File: src/core/tp_pkg.sv
// tp_pkg: constants shared by the pulse timer block.
// assumes a 32-bit AXI4-Lite register bus and an 8-bit counter.
package tp_pkg;

  // register byte offsets
  localparam logic [7:0] MODE_OFS   = 8'h00;
  localparam logic [7:0] COUNT_OFS  = 8'h04;
  localparam logic [7:0] RELOAD_OFS = 8'h08;
  localparam logic [7:0] DUTY_OFS   = 8'h0c;
  localparam logic [7:0] STATUS_OFS = 8'h10;

  // timer_mode_reg field positions
  localparam int RUN_BIT    = 0;
  localparam int WAVE_BIT   = 1;
  localparam int SINGLE_BIT = 2;
  localparam int EXT_BIT    = 3;
  localparam int RATE_LO    = 4;
  localparam int IEN_BIT    = 7;

  // status register field positions
  localparam int FLAG_BIT  = 0;
  localparam int ON_BIT    = 1;
  localparam int ARMED_BIT = 2;

  // counter values and reset values
  localparam logic [7:0] CNT_MAX   = 8'hff;
  localparam logic [7:0] REG_RESET = 8'h00;
  localparam logic [2:0] RATE_RESET = 3'h0;

  // axi response codes
  localparam logic [1:0] RESP_OKAY   = 2'h0;
  localparam logic [1:0] RESP_SLVERR = 2'h2;

  // true when a byte address hits a register
  function automatic logic addr_hit(input logic [7:0] a);
    addr_hit = (a == MODE_OFS) || (a == COUNT_OFS) || (a == RELOAD_OFS)
            || (a == DUTY_OFS) || (a == STATUS_OFS);
  endfunction : addr_hit

endpackage : tp_pkg

File: src/core/tp_tick_gen.sv
// tp_tick_gen: one-cycle tick enable for the timer counter.
// assumes ext_in is already synchronous to core_clk.
`timescale 1ns/1ps
module tp_tick_gen (
  // clock and reset
  input  wire logic       core_clk,
  input  wire logic       srst,
  // selection
  input  wire logic       run,
  input  wire logic       ext_sel,
  input  wire logic [2:0] rate,
  input  wire logic       ext_in,
  // tick enable
  output logic            tick
);
  import tp_pkg::*;

  typedef struct packed {
    logic [7:0] pre;   // prescaler count
    logic       ext_q; // last sample of event input
  } tp_tick_type;

  tp_tick_type st;
  tp_tick_type next_st;
  logic [7:0]  mask;   // low bits that must be all ones

  // prescaler counts only while running off the internal clock
  always_comb begin
    next_st = st;
    mask = 8'(({1'b0, 8'hff} << rate) ^ 9'h1ff);
    next_st.ext_q = ext_in;
    if (run && !ext_sel) begin
      next_st.pre = st.pre + 8'h01;
    end else begin
      next_st.pre = REG_RESET;
    end
    if (ext_sel) begin
      tick = ext_in && !st.ext_q;
    end else begin
      tick = run && ((st.pre & mask) == mask);
    end
  end

  // state register
  always_ff @(posedge core_clk) begin
    if (srst) begin
      st <= '0;
    end else begin
      st <= next_st;
    end
  end
endmodule : tp_tick_gen

File: src/core/tp_axil_slave.sv
// tp_axil_slave: AXI4-Lite handshakes, one write and one read at a time.
// assumes the register file answers rd_data in the cycle araddr is taken.
`timescale 1ns/1ps
module tp_axil_slave (
  // clock and reset
  input  wire logic        core_clk,
  input  wire logic        srst,
  // write address and data
  input  wire logic [7:0]  s_axi_awaddr,
  input  wire logic        s_axi_awvalid,
  output logic             s_axi_awready,
  input  wire logic [31:0] s_axi_wdata,
  input  wire logic [3:0]  s_axi_wstrb,
  input  wire logic        s_axi_wvalid,
  output logic             s_axi_wready,
  // write response
  output logic [1:0]       s_axi_bresp,
  output logic             s_axi_bvalid,
  input  wire logic        s_axi_bready,
  // read address and data
  input  wire logic [7:0]  s_axi_araddr,
  input  wire logic        s_axi_arvalid,
  output logic             s_axi_arready,
  output logic [31:0]      s_axi_rdata,
  output logic [1:0]       s_axi_rresp,
  output logic             s_axi_rvalid,
  input  wire logic        s_axi_rready,
  // register file side
  output logic             wr_en,
  output logic [7:0]       wr_addr,
  output logic [31:0]      wr_data,
  output logic [3:0]       wr_strb,
  input  wire logic [31:0] rd_data
);
  import tp_pkg::*;

  typedef struct packed {
    logic        aw_got;
    logic        w_got;
    logic [7:0]  addr;
    logic [31:0] data;
    logic [3:0]  strb;
    logic        awready;
    logic        wready;
    logic        bvalid;
    logic [1:0]  bresp;
    logic        arready;
    logic        rvalid;
    logic [31:0] rdata;
    logic [1:0]  rresp;
  } tp_axil_type;

  tp_axil_type st;
  tp_axil_type next_st;

  // address and data are taken in either order, response after both
  always_comb begin
    next_st = st;
    wr_en = st.aw_got && st.w_got && !st.bvalid;
    if (s_axi_awvalid && st.awready) begin
      next_st.aw_got = 1'b1;
      next_st.addr = s_axi_awaddr;
    end
    if (s_axi_wvalid && st.wready) begin
      next_st.w_got = 1'b1;
      next_st.data = s_axi_wdata;
      next_st.strb = s_axi_wstrb;
    end
    if (wr_en) begin
      next_st.aw_got = 1'b0;
      next_st.w_got = 1'b0;
      next_st.bvalid = 1'b1;
      next_st.bresp = addr_hit(st.addr) ? RESP_OKAY : RESP_SLVERR;
    end else if (st.bvalid && s_axi_bready) begin
      next_st.bvalid = 1'b0;
    end
    // ready flops stay low until the response is gone
    next_st.awready = !next_st.aw_got && !next_st.bvalid && !wr_en;
    next_st.wready = !next_st.w_got && !next_st.bvalid && !wr_en;
    // read: unmapped reads give zero and an error code
    if (s_axi_arvalid && st.arready) begin
      next_st.rvalid = 1'b1;
      next_st.rdata = rd_data;
      next_st.rresp = addr_hit(s_axi_araddr) ? RESP_OKAY : RESP_SLVERR;
    end else if (st.rvalid && s_axi_rready) begin
      next_st.rvalid = 1'b0;
    end
    next_st.arready = !next_st.rvalid;
  end

  // state register
  always_ff @(posedge core_clk) begin
    if (srst) begin
      st <= '0;
    end else begin
      st <= next_st;
    end
  end

  assign wr_addr = st.addr;
  assign wr_data = st.data;
  assign wr_strb = st.strb;
  assign s_axi_awready = st.awready;
  assign s_axi_wready = st.wready;
  assign s_axi_bvalid = st.bvalid;
  assign s_axi_bresp = st.bresp;
  assign s_axi_arready = st.arready;
  assign s_axi_rvalid = st.rvalid;
  assign s_axi_rdata = st.rdata;
  assign s_axi_rresp = st.rresp;

endmodule : tp_axil_slave

File: src/core/tp_pulse_timer.sv
// tp_pulse_timer: 8-bit auto-reload timer with pwm and single pulse.
// assumes gpio port drives gpio_out/gpio_oe_n and ext_event_in is
// synchronous to core_clk; the pin mux result leaves on pin_out.
//
// Notes on behaviour
// - reload value sets pwm resolution
// - counter equal to duty drives output low
// - duty not above reload keeps output low
// - overflow sets flag; irq only when enabled
// - wave enable hands pin to pwm
// - clearing wave enable restores gpio pin
// - single select plus wave gives one pulse
// - single pulse waits for tick synchronisation
// - pulse end clears wave enable itself
// - single pulse overflow still sets flag
// - external select counts event pin edges
// - cycle starts high, ends on overflow
// - reload on enable and overflow; changes next
`timescale 1ns/1ps
module tp_pulse_timer (
  // clock and reset
  input  wire logic        core_clk,
  input  wire logic        srst,
  // axi4-lite write address and data
  input  wire logic [7:0]  s_axi_awaddr,
  input  wire logic        s_axi_awvalid,
  output logic             s_axi_awready,
  input  wire logic [31:0] s_axi_wdata,
  input  wire logic [3:0]  s_axi_wstrb,
  input  wire logic        s_axi_wvalid,
  output logic             s_axi_wready,
  // axi4-lite write response
  output logic [1:0]       s_axi_bresp,
  output logic             s_axi_bvalid,
  input  wire logic        s_axi_bready,
  // axi4-lite read
  input  wire logic [7:0]  s_axi_araddr,
  input  wire logic        s_axi_arvalid,
  output logic             s_axi_arready,
  output logic [31:0]      s_axi_rdata,
  output logic [1:0]       s_axi_rresp,
  output logic             s_axi_rvalid,
  input  wire logic        s_axi_rready,
  // event counter input
  input  wire logic        ext_event_in,
  // gpio side of the shared pin
  input  wire logic        gpio_out,
  input  wire logic        gpio_oe_n,
  // shared pin
  output logic             pin_out,
  output logic             pin_oe_n,
  // overflow interrupt request
  output logic             irq_req
);
  import tp_pkg::*;

  // all timer state in one word
  typedef struct packed {
    logic       run;       // timer_run_enable
    logic       wave;      // wave_output_enable
    logic       single;    // single_pulse_select
    logic       ext_sel;   // external_clock_select
    logic [2:0] rate;      // prescaler exponent
    logic       ien;       // overflow_irq_enable
    logic [7:0] count;     // tick_counter
    logic [7:0] reload;    // cycle_reload_value
    logic [7:0] duty;      // duty_compare_value
    logic [7:0] reload_sh; // reload in force this cycle
    logic [7:0] duty_sh;   // duty in force this cycle
    logic       flag;      // overflow_flag
    logic       armed;     // single pulse synchronised
    logic       run_q;     // run one cycle ago
    logic       pin_out;
    logic       pin_oe_n;
    logic       irq;
  } tp_state_type;

  tp_state_type st;
  tp_state_type next_st;

  // bus side strobes
  logic        wr_en;
  logic [7:0]  wr_addr;
  logic [31:0] wr_data;
  logic [3:0]  wr_strb;
  logic [31:0] rd_data;

  // timer side
  logic       tick;    // one-cycle count enable
  logic       tick_ok; // tick while running
  logic       ovf;     // counter passes 0xff
  logic       pwm_on;  // pin carries the waveform
  logic       level;   // waveform level now
  logic       wr_lane; // low byte lane written
  logic [7:0] mode_rd; // mode register image

  // bus slave
  tp_axil_slave u_bus (
    .core_clk      (core_clk),
    .srst          (srst),
    .s_axi_awaddr  (s_axi_awaddr),
    .s_axi_awvalid (s_axi_awvalid),
    .s_axi_awready (s_axi_awready),
    .s_axi_wdata   (s_axi_wdata),
    .s_axi_wstrb   (s_axi_wstrb),
    .s_axi_wvalid  (s_axi_wvalid),
    .s_axi_wready  (s_axi_wready),
    .s_axi_bresp   (s_axi_bresp),
    .s_axi_bvalid  (s_axi_bvalid),
    .s_axi_bready  (s_axi_bready),
    .s_axi_araddr  (s_axi_araddr),
    .s_axi_arvalid (s_axi_arvalid),
    .s_axi_arready (s_axi_arready),
    .s_axi_rdata   (s_axi_rdata),
    .s_axi_rresp   (s_axi_rresp),
    .s_axi_rvalid  (s_axi_rvalid),
    .s_axi_rready  (s_axi_rready),
    .wr_en         (wr_en),
    .wr_addr       (wr_addr),
    .wr_data       (wr_data),
    .wr_strb       (wr_strb),
    .rd_data       (rd_data)
  );

  // timer clock: prescaled core clock or event pin edges
  tp_tick_gen u_tick (
    .core_clk (core_clk),
    .srst     (srst),
    .run      (st.run),
    .ext_sel  (st.ext_sel),
    .rate     (st.rate),
    .ext_in   (ext_event_in),
    .tick     (tick)
  );

  // register read image
  always_comb begin
    mode_rd = {st.ien, st.rate, st.ext_sel, st.single, st.wave, st.run};
    rd_data = 32'h0000_0000;
    unique case (s_axi_araddr)
      MODE_OFS:   rd_data[7:0] = mode_rd;
      COUNT_OFS:  rd_data[7:0] = st.count;
      RELOAD_OFS: rd_data[7:0] = st.reload;
      DUTY_OFS:   rd_data[7:0] = st.duty;
      STATUS_OFS: begin
        rd_data[FLAG_BIT] = st.flag;
        rd_data[ON_BIT] = pwm_on;
        rd_data[ARMED_BIT] = st.armed;
      end
      default:    rd_data = 32'h0000_0000; // unmapped reads zero
    endcase
  end

  // whole timer step: hardware events first, then software writes,
  // then the overflow flag so a set beats a clear in the same cycle
  always_comb begin
    next_st = st;
    tick_ok = tick && st.run;
    ovf = tick_ok && (st.count == CNT_MAX);
    wr_lane = wr_en && wr_strb[0];
    // single pulse needs the pin only once the timer clock is in step
    pwm_on = st.run && st.wave && (!st.single || st.armed);
    level = st.count < st.duty_sh;
    next_st.run_q = st.run;

    // counting and auto-reload
    if (tick_ok) begin
      if (ovf) begin
        // cycle length 256 - reload gives the resolution
        next_st.count = st.reload;
        next_st.reload_sh = st.reload;
        next_st.duty_sh = st.duty;
      end else begin
        next_st.count = st.count + 8'h01;
      end
    end

    // stopped: shadows follow the registers, so the first cycle after
    // enable already compares against the new duty and reload
    if (!st.run) begin
      next_st.reload_sh = st.reload;
      next_st.duty_sh = st.duty;
    end

    // a fresh enable restarts the cycle from reload
    if (st.run && !st.run_q) begin
      next_st.count = st.reload;
      next_st.reload_sh = st.reload;
      next_st.duty_sh = st.duty;
    end

    // single pulse: arm on the first tick after wave enable
    if (st.single && st.wave && tick_ok && !st.armed) begin
      next_st.armed = 1'b1;
      next_st.count = st.reload;
      next_st.reload_sh = st.reload;
      next_st.duty_sh = st.duty;
    end
    if (!st.wave || !st.single || !st.run) begin
      next_st.armed = 1'b0;
    end

    // single pulse done: hand the pin back, no repeat
    if (st.single && st.armed && ovf) begin
      next_st.wave = 1'b0;
      next_st.armed = 1'b0;
    end

    // software writes; a wave set here beats the self clear
    if (wr_lane) begin
      unique case (wr_addr)
        MODE_OFS: begin
          next_st.run = wr_data[RUN_BIT];
          next_st.wave = wr_data[WAVE_BIT];
          next_st.single = wr_data[SINGLE_BIT];
          next_st.ext_sel = wr_data[EXT_BIT];
          next_st.rate = wr_data[RATE_LO +: 3];
          next_st.ien = wr_data[IEN_BIT];
        end
        COUNT_OFS:  next_st.count = wr_data[7:0];
        RELOAD_OFS: next_st.reload = wr_data[7:0];
        DUTY_OFS:   next_st.duty = wr_data[7:0];
        STATUS_OFS: begin
          // write one to clear
          if (wr_data[FLAG_BIT]) begin
            next_st.flag = 1'b0;
          end
        end
        default: begin
          // unmapped write is dropped, bus answers an error
        end
      endcase
    end

    // overflow flag in every mode
    if (ovf) begin
      next_st.flag = 1'b1;
    end

    // pin mux, registered; gpio values pass untouched when off
    if (pwm_on) begin
      next_st.pin_out = level;
      next_st.pin_oe_n = 1'b0;
    end else begin
      next_st.pin_out = gpio_out;
      next_st.pin_oe_n = gpio_oe_n;
    end

    next_st.irq = next_st.flag && next_st.ien;
  end

  // state register
  always_ff @(posedge core_clk) begin
    if (srst) begin
      st <= '0;
    end else begin
      st <= next_st;
    end
  end

  assign pin_out = st.pin_out;
  assign pin_oe_n = st.pin_oe_n;
  assign irq_req = st.irq;
endmodule : tp_pulse_timer

File: config.mk
export PLATFORM = sky130hd
export DESIGN_NAME = tp_pulse_timer
export DESIGN_NICKNAME = d
export VERILOG_FILES = /design/src/core/tp_pkg.sv /design/src/core/tp_tick_gen.sv /design/src/core/tp_axil_slave.sv /design/src/core/tp_pulse_timer.sv
export SDC_FILE = /design/constraint.sdc
export NUM_CORES = 1
export LEC_CHECK = 0
export BUFFER_PORTS_ARGS = -buffer_cell sky130_fd_sc_hd__buf_2
export CORE_MARGIN = 4
export CORE_UTILIZATION = 49
export CTS_CLUSTER_DIAMETER = 120
export DETAILED_ROUTE_END_ITERATION = 10
export PLACE_DENSITY = 0.77
export SLEW_MARGIN = 20
export SYNTH_ARGS = -nofsm -noshare
export SYNTH_HDL_FRONTEND = slang
export SYNTH_SLANG_ARGS = --single-unit
File: constraint.sdc
create_clock -name core_clk -period 2.2 [get_ports core_clk]
set_clock_uncertainty 0.2 [all_clocks]
set_input_delay 0.22 -clock core_clk [delete_from_list [all_inputs] [get_ports core_clk]]
set_output_delay 0.22 -clock core_clk [all_outputs]
set_load 0.01 [all_outputs]
==> results of run 1 <==
-- state kept, by name, summed over array words and instances (netlist names) --
name and count:
st 35, mode_rd 8, u_bus.s_axi_rdata 8, u_bus.wr_addr 8, u_bus.wr_data 8, u_tick.st 8
u_bus.st 2, irq_req 1, pin_oe_n 1, pin_out 1, u_bus.s_axi_arready 1, u_bus.s_axi_awready 1
u_bus.s_axi_bresp 1, u_bus.s_axi_bvalid 1, u_bus.s_axi_rresp 1, u_bus.s_axi_rvalid 1, u_bus.s_axi_wready 1, u_bus.wr_strb 1
-- final cells by class --
class	count	area, sq um	share of cell area (%)
clock inverter	6	91.3	1.72
timing repair buffer	109	763	14.4
tap	108	135	2.55
multi-input combinational	377	2370	44.6
inverter	15	56.3	1.06
sequential	88	1770	33.3
clock buffer	9	124	2.33
-- synth_stat cells (2+ instances only) --
master / instances
a211oi_1: 5
a21oi_1: 31
a22oi_1: 4
a311oi_1: 2
a31oi_1: 4
and2_1: 7
and3_1: 4
and3b_1: 3
buf_2: 3
buf_4: 37
clkbuf_1: 17
dfxtp_1: 88
ha_1: 9
inv_1: 15
mux2i_1: 30
mux4_2: 8
nand2_1: 64
nand2b_1: 7
nand3_1: 17
nand3b_1: 4
nand4_1: 3
nor2_1: 69
nor2b_1: 5
nor3_1: 13
nor3b_1: 2
nor4_1: 4
o211ai_1: 2
o21ai_0: 16
o22ai_1: 2
o31ai_1: 3
or4_1: 3
xor2_1: 4
-- stage by stage --
stage               worst slack [ns]  util (%)
detailed placement           -0.0305      55.0
global placement              0.0115      55.0
finish                        0.0387      60.8
global route                 -0.0639      60.8
CTS                          -0.0280      60.0
floorplan                     0.0477         -
-- critical path, delay by kind of cell (launching register included) --
kind            cells  cell delay [ns]
simple gates        5             1.26
compound gates      1             0.20
buf+inv             1             0.14
flops               1             0.32
-- power by group through the flow --
stage / Sequential [uW] / Clock, uW / Combinational [uW]
final: 1650 / 1230 / 230
after floorplan: 1680 / 0 / 155
after global routing: 1650 / 1310 / 257
after CTS: 1650 / 1250 / 220
after detailed placement: 1680 / 0 / 191
after global placement: 1680 / 0 / 187
-- how the worst max path moves through the flow --
stage,cells after the start,endpoint
6_report,7,st[41]
5_1_grt,7,st[40]
4_1_cts,6,st[28]
3_5_place_dp,7,st[7]
3_3_place_gp,6,st[28]
2_1_floorplan,6,st[40]
-- placed cells by master, fill, tap and decap left out, types with 8 or more instances in the layout --
cell,n
dlygate4sd3_1,22
dfxtp_1,83
mux2i_1,30
mux4_2,8
clkbuf_8,9
nor2_1,68
o21ai_0,14
conb_1,26
ha_1,9
buf_4,32
buf_2,52
inv_1,15
nand2_1,64
nor3_1,13
a21oi_1,31
nand3_1,16
-- per-layer routing --
metal  track usage (%)  wire [microns]
met1              28.6            4660
met2              33.7            5100
met3              4.06             879
met4              8.37             199
met5                 0               0
-- timing repair --
| item | 4_1_cts | 5_1_grt |
|---|---|---|
| hold buffers | 22 | 0 |
| endpoints found under the hold margin | 23 | 0 |
| buffers inserted | 0 | 1 |
| gates resized for setup | 1 | 19 |
| endpoints found under the setup margin | 20 | 39 |
| pin swaps | 1 | 5 |
-- cell families after synthesis --
logic type,Yosys count,share of synthesized area [%]
compound gates,83,12.8
xor+xnor,5,0.993
fa+ha+maj,9,2.55
buf+inv,73,9.45
flops,88,39.9
mux,38,10.9
other cells,1,0.0850
simple gates,216,23.3
==> out/results.tsv, run 1 <==
stage	metric	value	unit
power_and_ir_drop	sequential power share	53.0	%
routing	number of vias per cell	5.46	
logic_synthesis	Avg Cell Area, Syn	8.60	sq um
logic_synthesis	asr flop ratio synth	0	%
power_and_ir_drop	Switch Pwr	748	uW
global_route	global-route wire length before repair	17500	microns
logic_synthesis	Mapped Area	0.00441	sq mm
timing	pin slew with the least headroom to its limit	0.543	ns
logic_synthesis	Main synth FF type	dfxtp_1	
global_route	GR Util All Layers	21.2	%
critical_path	CP Cell Sequence	or4_4, nor3b_2, and2_4, buf_4, nor3_1, nor3_1, o221a_2	
clock_tree	Root Buffer Master	clkbuf_8	
placed_design	Post-DP Area	0.00479	sq mm
logic_synthesis	top-area cell type share of the netlist area	39.9	%
hold_path	Hold Path End	pin_out	
routing	Initial DRC Count	355	
clock_tree	Sinks on Clock Net	88	
floorplan	DIE HEIGHT	103	microns
timing	Relative slew margins	63.8	%
power_and_ir_drop	overall power	3110	uW
logic_synthesis	EDFF count, synth	0	
power_and_ir_drop	Comb pwr share	7.4	%
routing	post-route ant nets	0	
layout	fraction of layout cells with a size suffix above 1	22.2	%
floorplan	floorplan die area	0.0106	sq mm
hold_path	HP Start	gpio_out	
floorplan	number of core rows	34	
status	outcome	completed	
clock_tree	CTS clk-pin slew, worst paths	0.09	ns
logic_synthesis	synth unique cells	60	
routing	Vias	3887	
timing	Hold Worst Slack	0.0653	ns
critical_path	reg2reg path depth	7	
clock_tree	Clock Latency Late Sink	0.36	ns
floorplan	io pins	106	
global_route	antenna violations before repair	0	
logic_synthesis	yosys warns	0	
clock_tree	CTS Buf Count	9	
timing	Setup TNS Final	0	ns
floorplan	Die Width	103	microns
routing	WL/cell	15.2	microns
layout	area delta synth->final	20.3	%
placed_design	placed cells	674	
critical_path	Max stage delay on crit path	0.57	ns
timing	period utilization	98.2	%
power_and_ir_drop	Clock power frac	39.6	%
critical_path	most frequent CP cell	nor3_1	
critical_path	Worst Setup Start Kind	flip-flop	
hold_path	hold depth	4	
layout	fin cells	712	
critical_path	Critical Path Fanout Max	6	
power_and_ir_drop	pwr/cell area	587	mW/mm^2
critical_path	flop-to-flop setup slack	0.04	ns
global_route	GRT Residual Overflow	0	
placed_design	Final HPWL DP	8040	microns
clock_tree	CTS tree	done	
critical_path	crit path launch	u_bus.wr_addr[0]	
critical_path	Req. time, crit path	2.31	ns
power_and_ir_drop	switch share	24.0	%
hold_path	hold crit path type	primary input to flip-flop	
placed_design	I/O Buffers	52	
power_and_ir_drop	static leakage	0.00224	uW
routing	DRC	0	
logic_synthesis	Mapped Cells	513	
critical_path	Worst Path Arrival	2.27	ns
floorplan	Core Box Area	0.00872	sq mm
critical_path	r2r endpoint	st[41]	
layout	fin nets	671	
critical_path	WS Path Type	flip-flop to flip-flop	
job	MaxCap Viol Count	0	
power_and_ir_drop	P_int	2370	uW
logic_synthesis	biggest area consumer among synthesized cells	dfxtp_1	
critical_path	critical path capture point type	flip-flop	
clock_tree	H-tree depth	3	
timing	final hold violations	0	
routing	Detailed Routing Iterations Pass 1	5	
timing	fin crit period	2.16	ns
timing	RSZ-0062 raised after global routing	yes	
timing	fmax	463	MHz
floorplan	Initial Util	50.6	%
global_route	largest net degree at the start of global routing	30	
layout	antenna diode count	0	
logic_synthesis	#FFs+latches synth	88	
logic_synthesis	register area share after synthesis	39.9	%
clock_tree	Clock Tree Buf Depth	2	
critical_path	slowest stage cell, crit path	or4_4	
power_and_ir_drop	Worst IR Drop VDD	0.000544	V
routing	Total Routed Length	10800	microns
timing	final setup fails	0	
layout	Finished Cell Area	0.00531	sq mm
logic_synthesis	top cells by area, synth	dfxtp_1 (40%), mux2i_1 (6.8%), buf_4 (6.3%)	
critical_path	reg2reg start	u_bus.wr_addr[0]	
placed_design	gpl congestion	0.936	
timing	fin. max-slew vios	0	
layout	# fillers	747	
global_route	vias in the first global route	3601	
Power figures use the tool's default switching activity.
==> run 2, diff against run 1 <==
Settings changed: ABC_AREA from default to 1.
==> run 2 against run 1 <==
  * Sequential share of layout area rose by 0.46 points
  * Largest power group unchanged
  * Worst setup slack improved by 0.10 ns
  * Design area fell by 1.7%
  * Critical path depth rose by 1
  * First-iteration DRC count fell by 3.1%
  * Fmax rose by 4.9%
  * Utilization fell by 2.2 points
  * The flow now finishes with violations (negative hold slack)
  * Synthesized area rose by 3.7%
  * Total power rose by 3.0%
  * Highest routed layer unchanged
  * Flip-flop and latch count did not move
==> out/results.tsv, run 2 <==
stage	metric	value	unit	change
job	MaxCap Viol Count	0		unchanged
power_and_ir_drop	Worst IR Drop VDD	0.000382	V	-30%
layout	# fillers	809		+8.3%
critical_path	reg2reg start	u_bus.st[86]		
logic_synthesis	commonest cells in the netlist	nand2_1 (100), dfxtp_1 (88), nor2_1 (71)		
critical_path	WS Path Type	flip-flop to flip-flop		
routing	Detailed Routing Iterations Pass 1	6		+1
logic_synthesis	synth unique cells	43		-28%
global_route	vias in the first global route	3912		+8.6%
logic_synthesis	asr flop ratio synth	0	%	unchanged
clock_tree	CTS clk-pin slew, worst paths	0.10	ns	about the same
logic_synthesis	biggest area consumer among synthesized cells	dfxtp_1		
layout	area delta synth->final	14.0	%	
timing	fmax	485	MHz	+4.9%
logic_synthesis	most frequent cell after synthesis	nand2_1		
timing	RSZ-0062 raised after global routing	no		
clock_tree	CTS Buf Count	9		unchanged
layout	Storage cell area	0.00176	sq mm	-0.35%
routing	Initial DRC Count	344		-3.1%
routing	DRC	0		unchanged
timing	Relative slew margins	64.4	%	+0.62 points
critical_path	Req. time, crit path	2.24	ns	-0.07 ns
logic_synthesis	Mapped Cells	616		+20%
global_route	antenna violations before repair	0		unchanged
critical_path	Worst Setup Start Kind	flip-flop		
power_and_ir_drop	static leakage	0.00221	uW	-1.4%
logic_synthesis	top-area cell type share of the netlist area	38.5	%	-1.4 points
placed_design	Final HPWL DP	8480	microns	+5.5%
critical_path	crit path launch	u_bus.st[86]		
layout	antenna diode count	0		unchanged
status	failing checks	negative hold slack		
global_route	largest net degree at the start of global routing	49		+63%
clock_tree	H-tree depth	3		unchanged
clock_tree	post-CTS setup buffers	0		unchanged
floorplan	floorplan die area	0.0109	sq mm	+3.4%
layout	fraction of layout cells with a size suffix above 1	17.6	%	-4.6 points
floorplan	number of core rows	34		unchanged
routing	number of vias per cell	5.29		-3.0%
timing	period utilization	93.6	%	-4.6 points
timing	final setup fails	0		unchanged
clock_tree	CTS tree	done		
placed_design	I/O Buffers	52		unchanged
hold_path	HP Start	s_axi_awaddr[5]		
logic_synthesis	register area share after synthesis	38.5	%	-1.4 points
power_and_ir_drop	Clock power frac	39.7	%	about the same
critical_path	Worst Path Arrival	2.10	ns	-0.17 ns
global_route	GRT Residual Overflow	0		unchanged
critical_path	critical path capture point type	flip-flop		
layout	area of the multi-input gates	0.00223	sq mm	-5.7%
clock_tree	CTS resizes	0		-1
power_and_ir_drop	pwr/cell area	615	mW/mm^2	+4.8%
timing	fin crit period	2.06	ns	-0.102 ns
floorplan	Core Box Area	0.00889	sq mm	+2.0%
logic_synthesis	Main synth FF type	dfxtp_1		
floorplan	DIE HEIGHT	105	microns	+1.7%
clock_tree	Root Buffer Master	clkbuf_8		
logic_synthesis	Avg Cell Area, Syn	7.42	sq um	-14%
logic_synthesis	top cells by area, synth	dfxtp_1 (39%), nand2_1 (8.2%), buf_4 (6.7%)		
timing	Setup TNS Final	0	ns	unchanged
layout	most common cell after layout, fill and taps aside	nand2_1		
timing	fin. max-slew vios	0		unchanged
layout	max FFs per register	35		unchanged
power_and_ir_drop	switch share	25.5	%	+1.5 points
routing	Total Routed Length	11600	microns	+6.6%
global_route	GR Util All Layers	21.2	%	about the same
timing	final hold violations	1		+1
hold_path	hold crit path type	primary input to flip-flop		
logic_synthesis	EDFF count, synth	0		unchanged
timing	pin slew with the least headroom to its limit	0.533	ns	-0.0106 ns
critical_path	Critical Path Fanout Max	8		+2
floorplan	io pins	106		unchanged
placed_design	gpl congestion	0.972		+3.9%
global_route	global-route wire length before repair	18900	microns	+8.1%
logic_synthesis	yosys warns	0		unchanged
power_and_ir_drop	Switch Pwr	818	uW	+9.4%
status	outcome	finished with violations		
routing	WL/cell	14.5	microns	-4.5%
clock_tree	Clock Tree Buf Depth	2		unchanged
timing	Hold Worst Slack	-0.00268	ns	-0.0680 ns
layout	Most flops, register	st		
floorplan	Die Width	105	microns	+1.7%
power_and_ir_drop	Comb pwr share	8.6	%	+1.2 points
power_and_ir_drop	P_int	2390	uW	+0.97%
logic_synthesis	#FFs+latches synth	88		unchanged
layout	leading cell types in the layout, fill and taps excluded	nand2_1 (100), dfxtp_1 (88), nor2_1 (71)		
routing	post-route ant nets	0		unchanged
floorplan	Initial Util	51.4	%	+0.86 points
clock_tree	Sinks on Clock Net	88		unchanged
layout	fin nets	753		+12%
power_and_ir_drop	sequential power share	51.7	%	-1.3 points
logic_synthesis	Mapped Area	0.00457	sq mm	+3.7%
layout	Util after Layout	58.7	%	-2.2 points
routing	Vias	4208		+8.3%
clock_tree	Clock Latency Late Sink	0.36	ns	about the same
[run 2: changes by cell type after synthesis, moves of 8 or more]
cell,delta
inv_1,+53
nand2_1,+36
o21ai_0,+36
mux2i_1,-30
a21oi_1,+20
a211oi_1,+11
mux4_2,-8
nand3_1,+8
nand3_2,+8
[run 2: cell families (layout without fill, tap and decap cells)]
family	after synthesis	after routing	synth area share [%]
compound gates	140	140	17.5
xor+xnor	5	5	0.958
fa+ha+maj	9	9	2.46
buf+inv	132	178	14.7
flops	88	88	38.5
other cells	1	26	0.0820
simple gates	241	241	25.8
[run 2: worst paths after layout]
path	cells past startpoint	slack, ns	endpoint
worst min-delay path	3	-0.003	u_bus.wr_addr[5]
worst min register to register	2	0.27	u_bus.s_axi_rdata[3]
worst max-delay path	8	0.14	mode_rd[3]
worst max register to register	8	0.14	mode_rd[3]
[run 2: metal layers]
layer / wire (microns) / vias up / global-route usage [%]
met5: 0 / - / 0
met4: 260 / 0 / 6.56
met3: 889 / 22 / 4.19
met2: 5500 / 174 / 36.1
met1: 4900 / 1924 / 27.2
li1: - / 2088 / -
[run 2: cell type report]
class | count | area share [%]
clock inverters | 7 | 1.94
inverters | 75 | 5.45
flip-flops and latches | 88 | 33.8
repair buffers | 87 | 11.0
clock buffers | 9 | 2.38
multi-input cells | 421 | 42.8
well taps | 108 | 2.59
[run 2: repair_timing]
action,in CTS,in global routing
hold endpoints to repair,21,0
hold buffers,21,0
setup endpoints to repair,0,0
[run 2: critical path, stage by stage, from the launching register on]
cell and delay (ns):
dfxtp_1 0.35, nand2_1 0.09, nor2_4 0.13, nand2_2 0.12, nor3_1 0.24, nand2_1 0.27, buf_4 0.24, o21ai_0 0.21
a21oi_1 0.07
[run 2: power groups by stage]
stage / registers [uW] / logic (uW) / clock network, uW
2_1_floorplan: 1690 / 197 / 0
3_5_place_dp: 1690 / 242 / 0
3_3_place_gp: 1690 / 234 / 0
6_report: 1660 / 276 / 1270
5_1_grt: 1660 / 308 / 1370
4_1_cts: 1660 / 271 / 1290
[run 2: per-stage QoR]
| step | total power [uW] | cell area [sq um] | std cells | hold WS, ns | setup WS (ns) |
|---|---|---|---|---|---|
| finish | 3210 | 5220 | 795 | -0.00268 | 0.140 |
| global route | 3340 | 5220 | 795 | 0.00347 | 0.00628 |
| CTS | 3210 | 5220 | 795 | 0.00325 | 0.177 |
| detailed placement | 1940 | 4780 | 758 | 0.253 | 0.253 |
| global placement | 1930 | 4780 | 758 | 0.240 | 0.276 |
| floorplan | 1890 | 4670 | 641 | 0.116 | 0.403 |
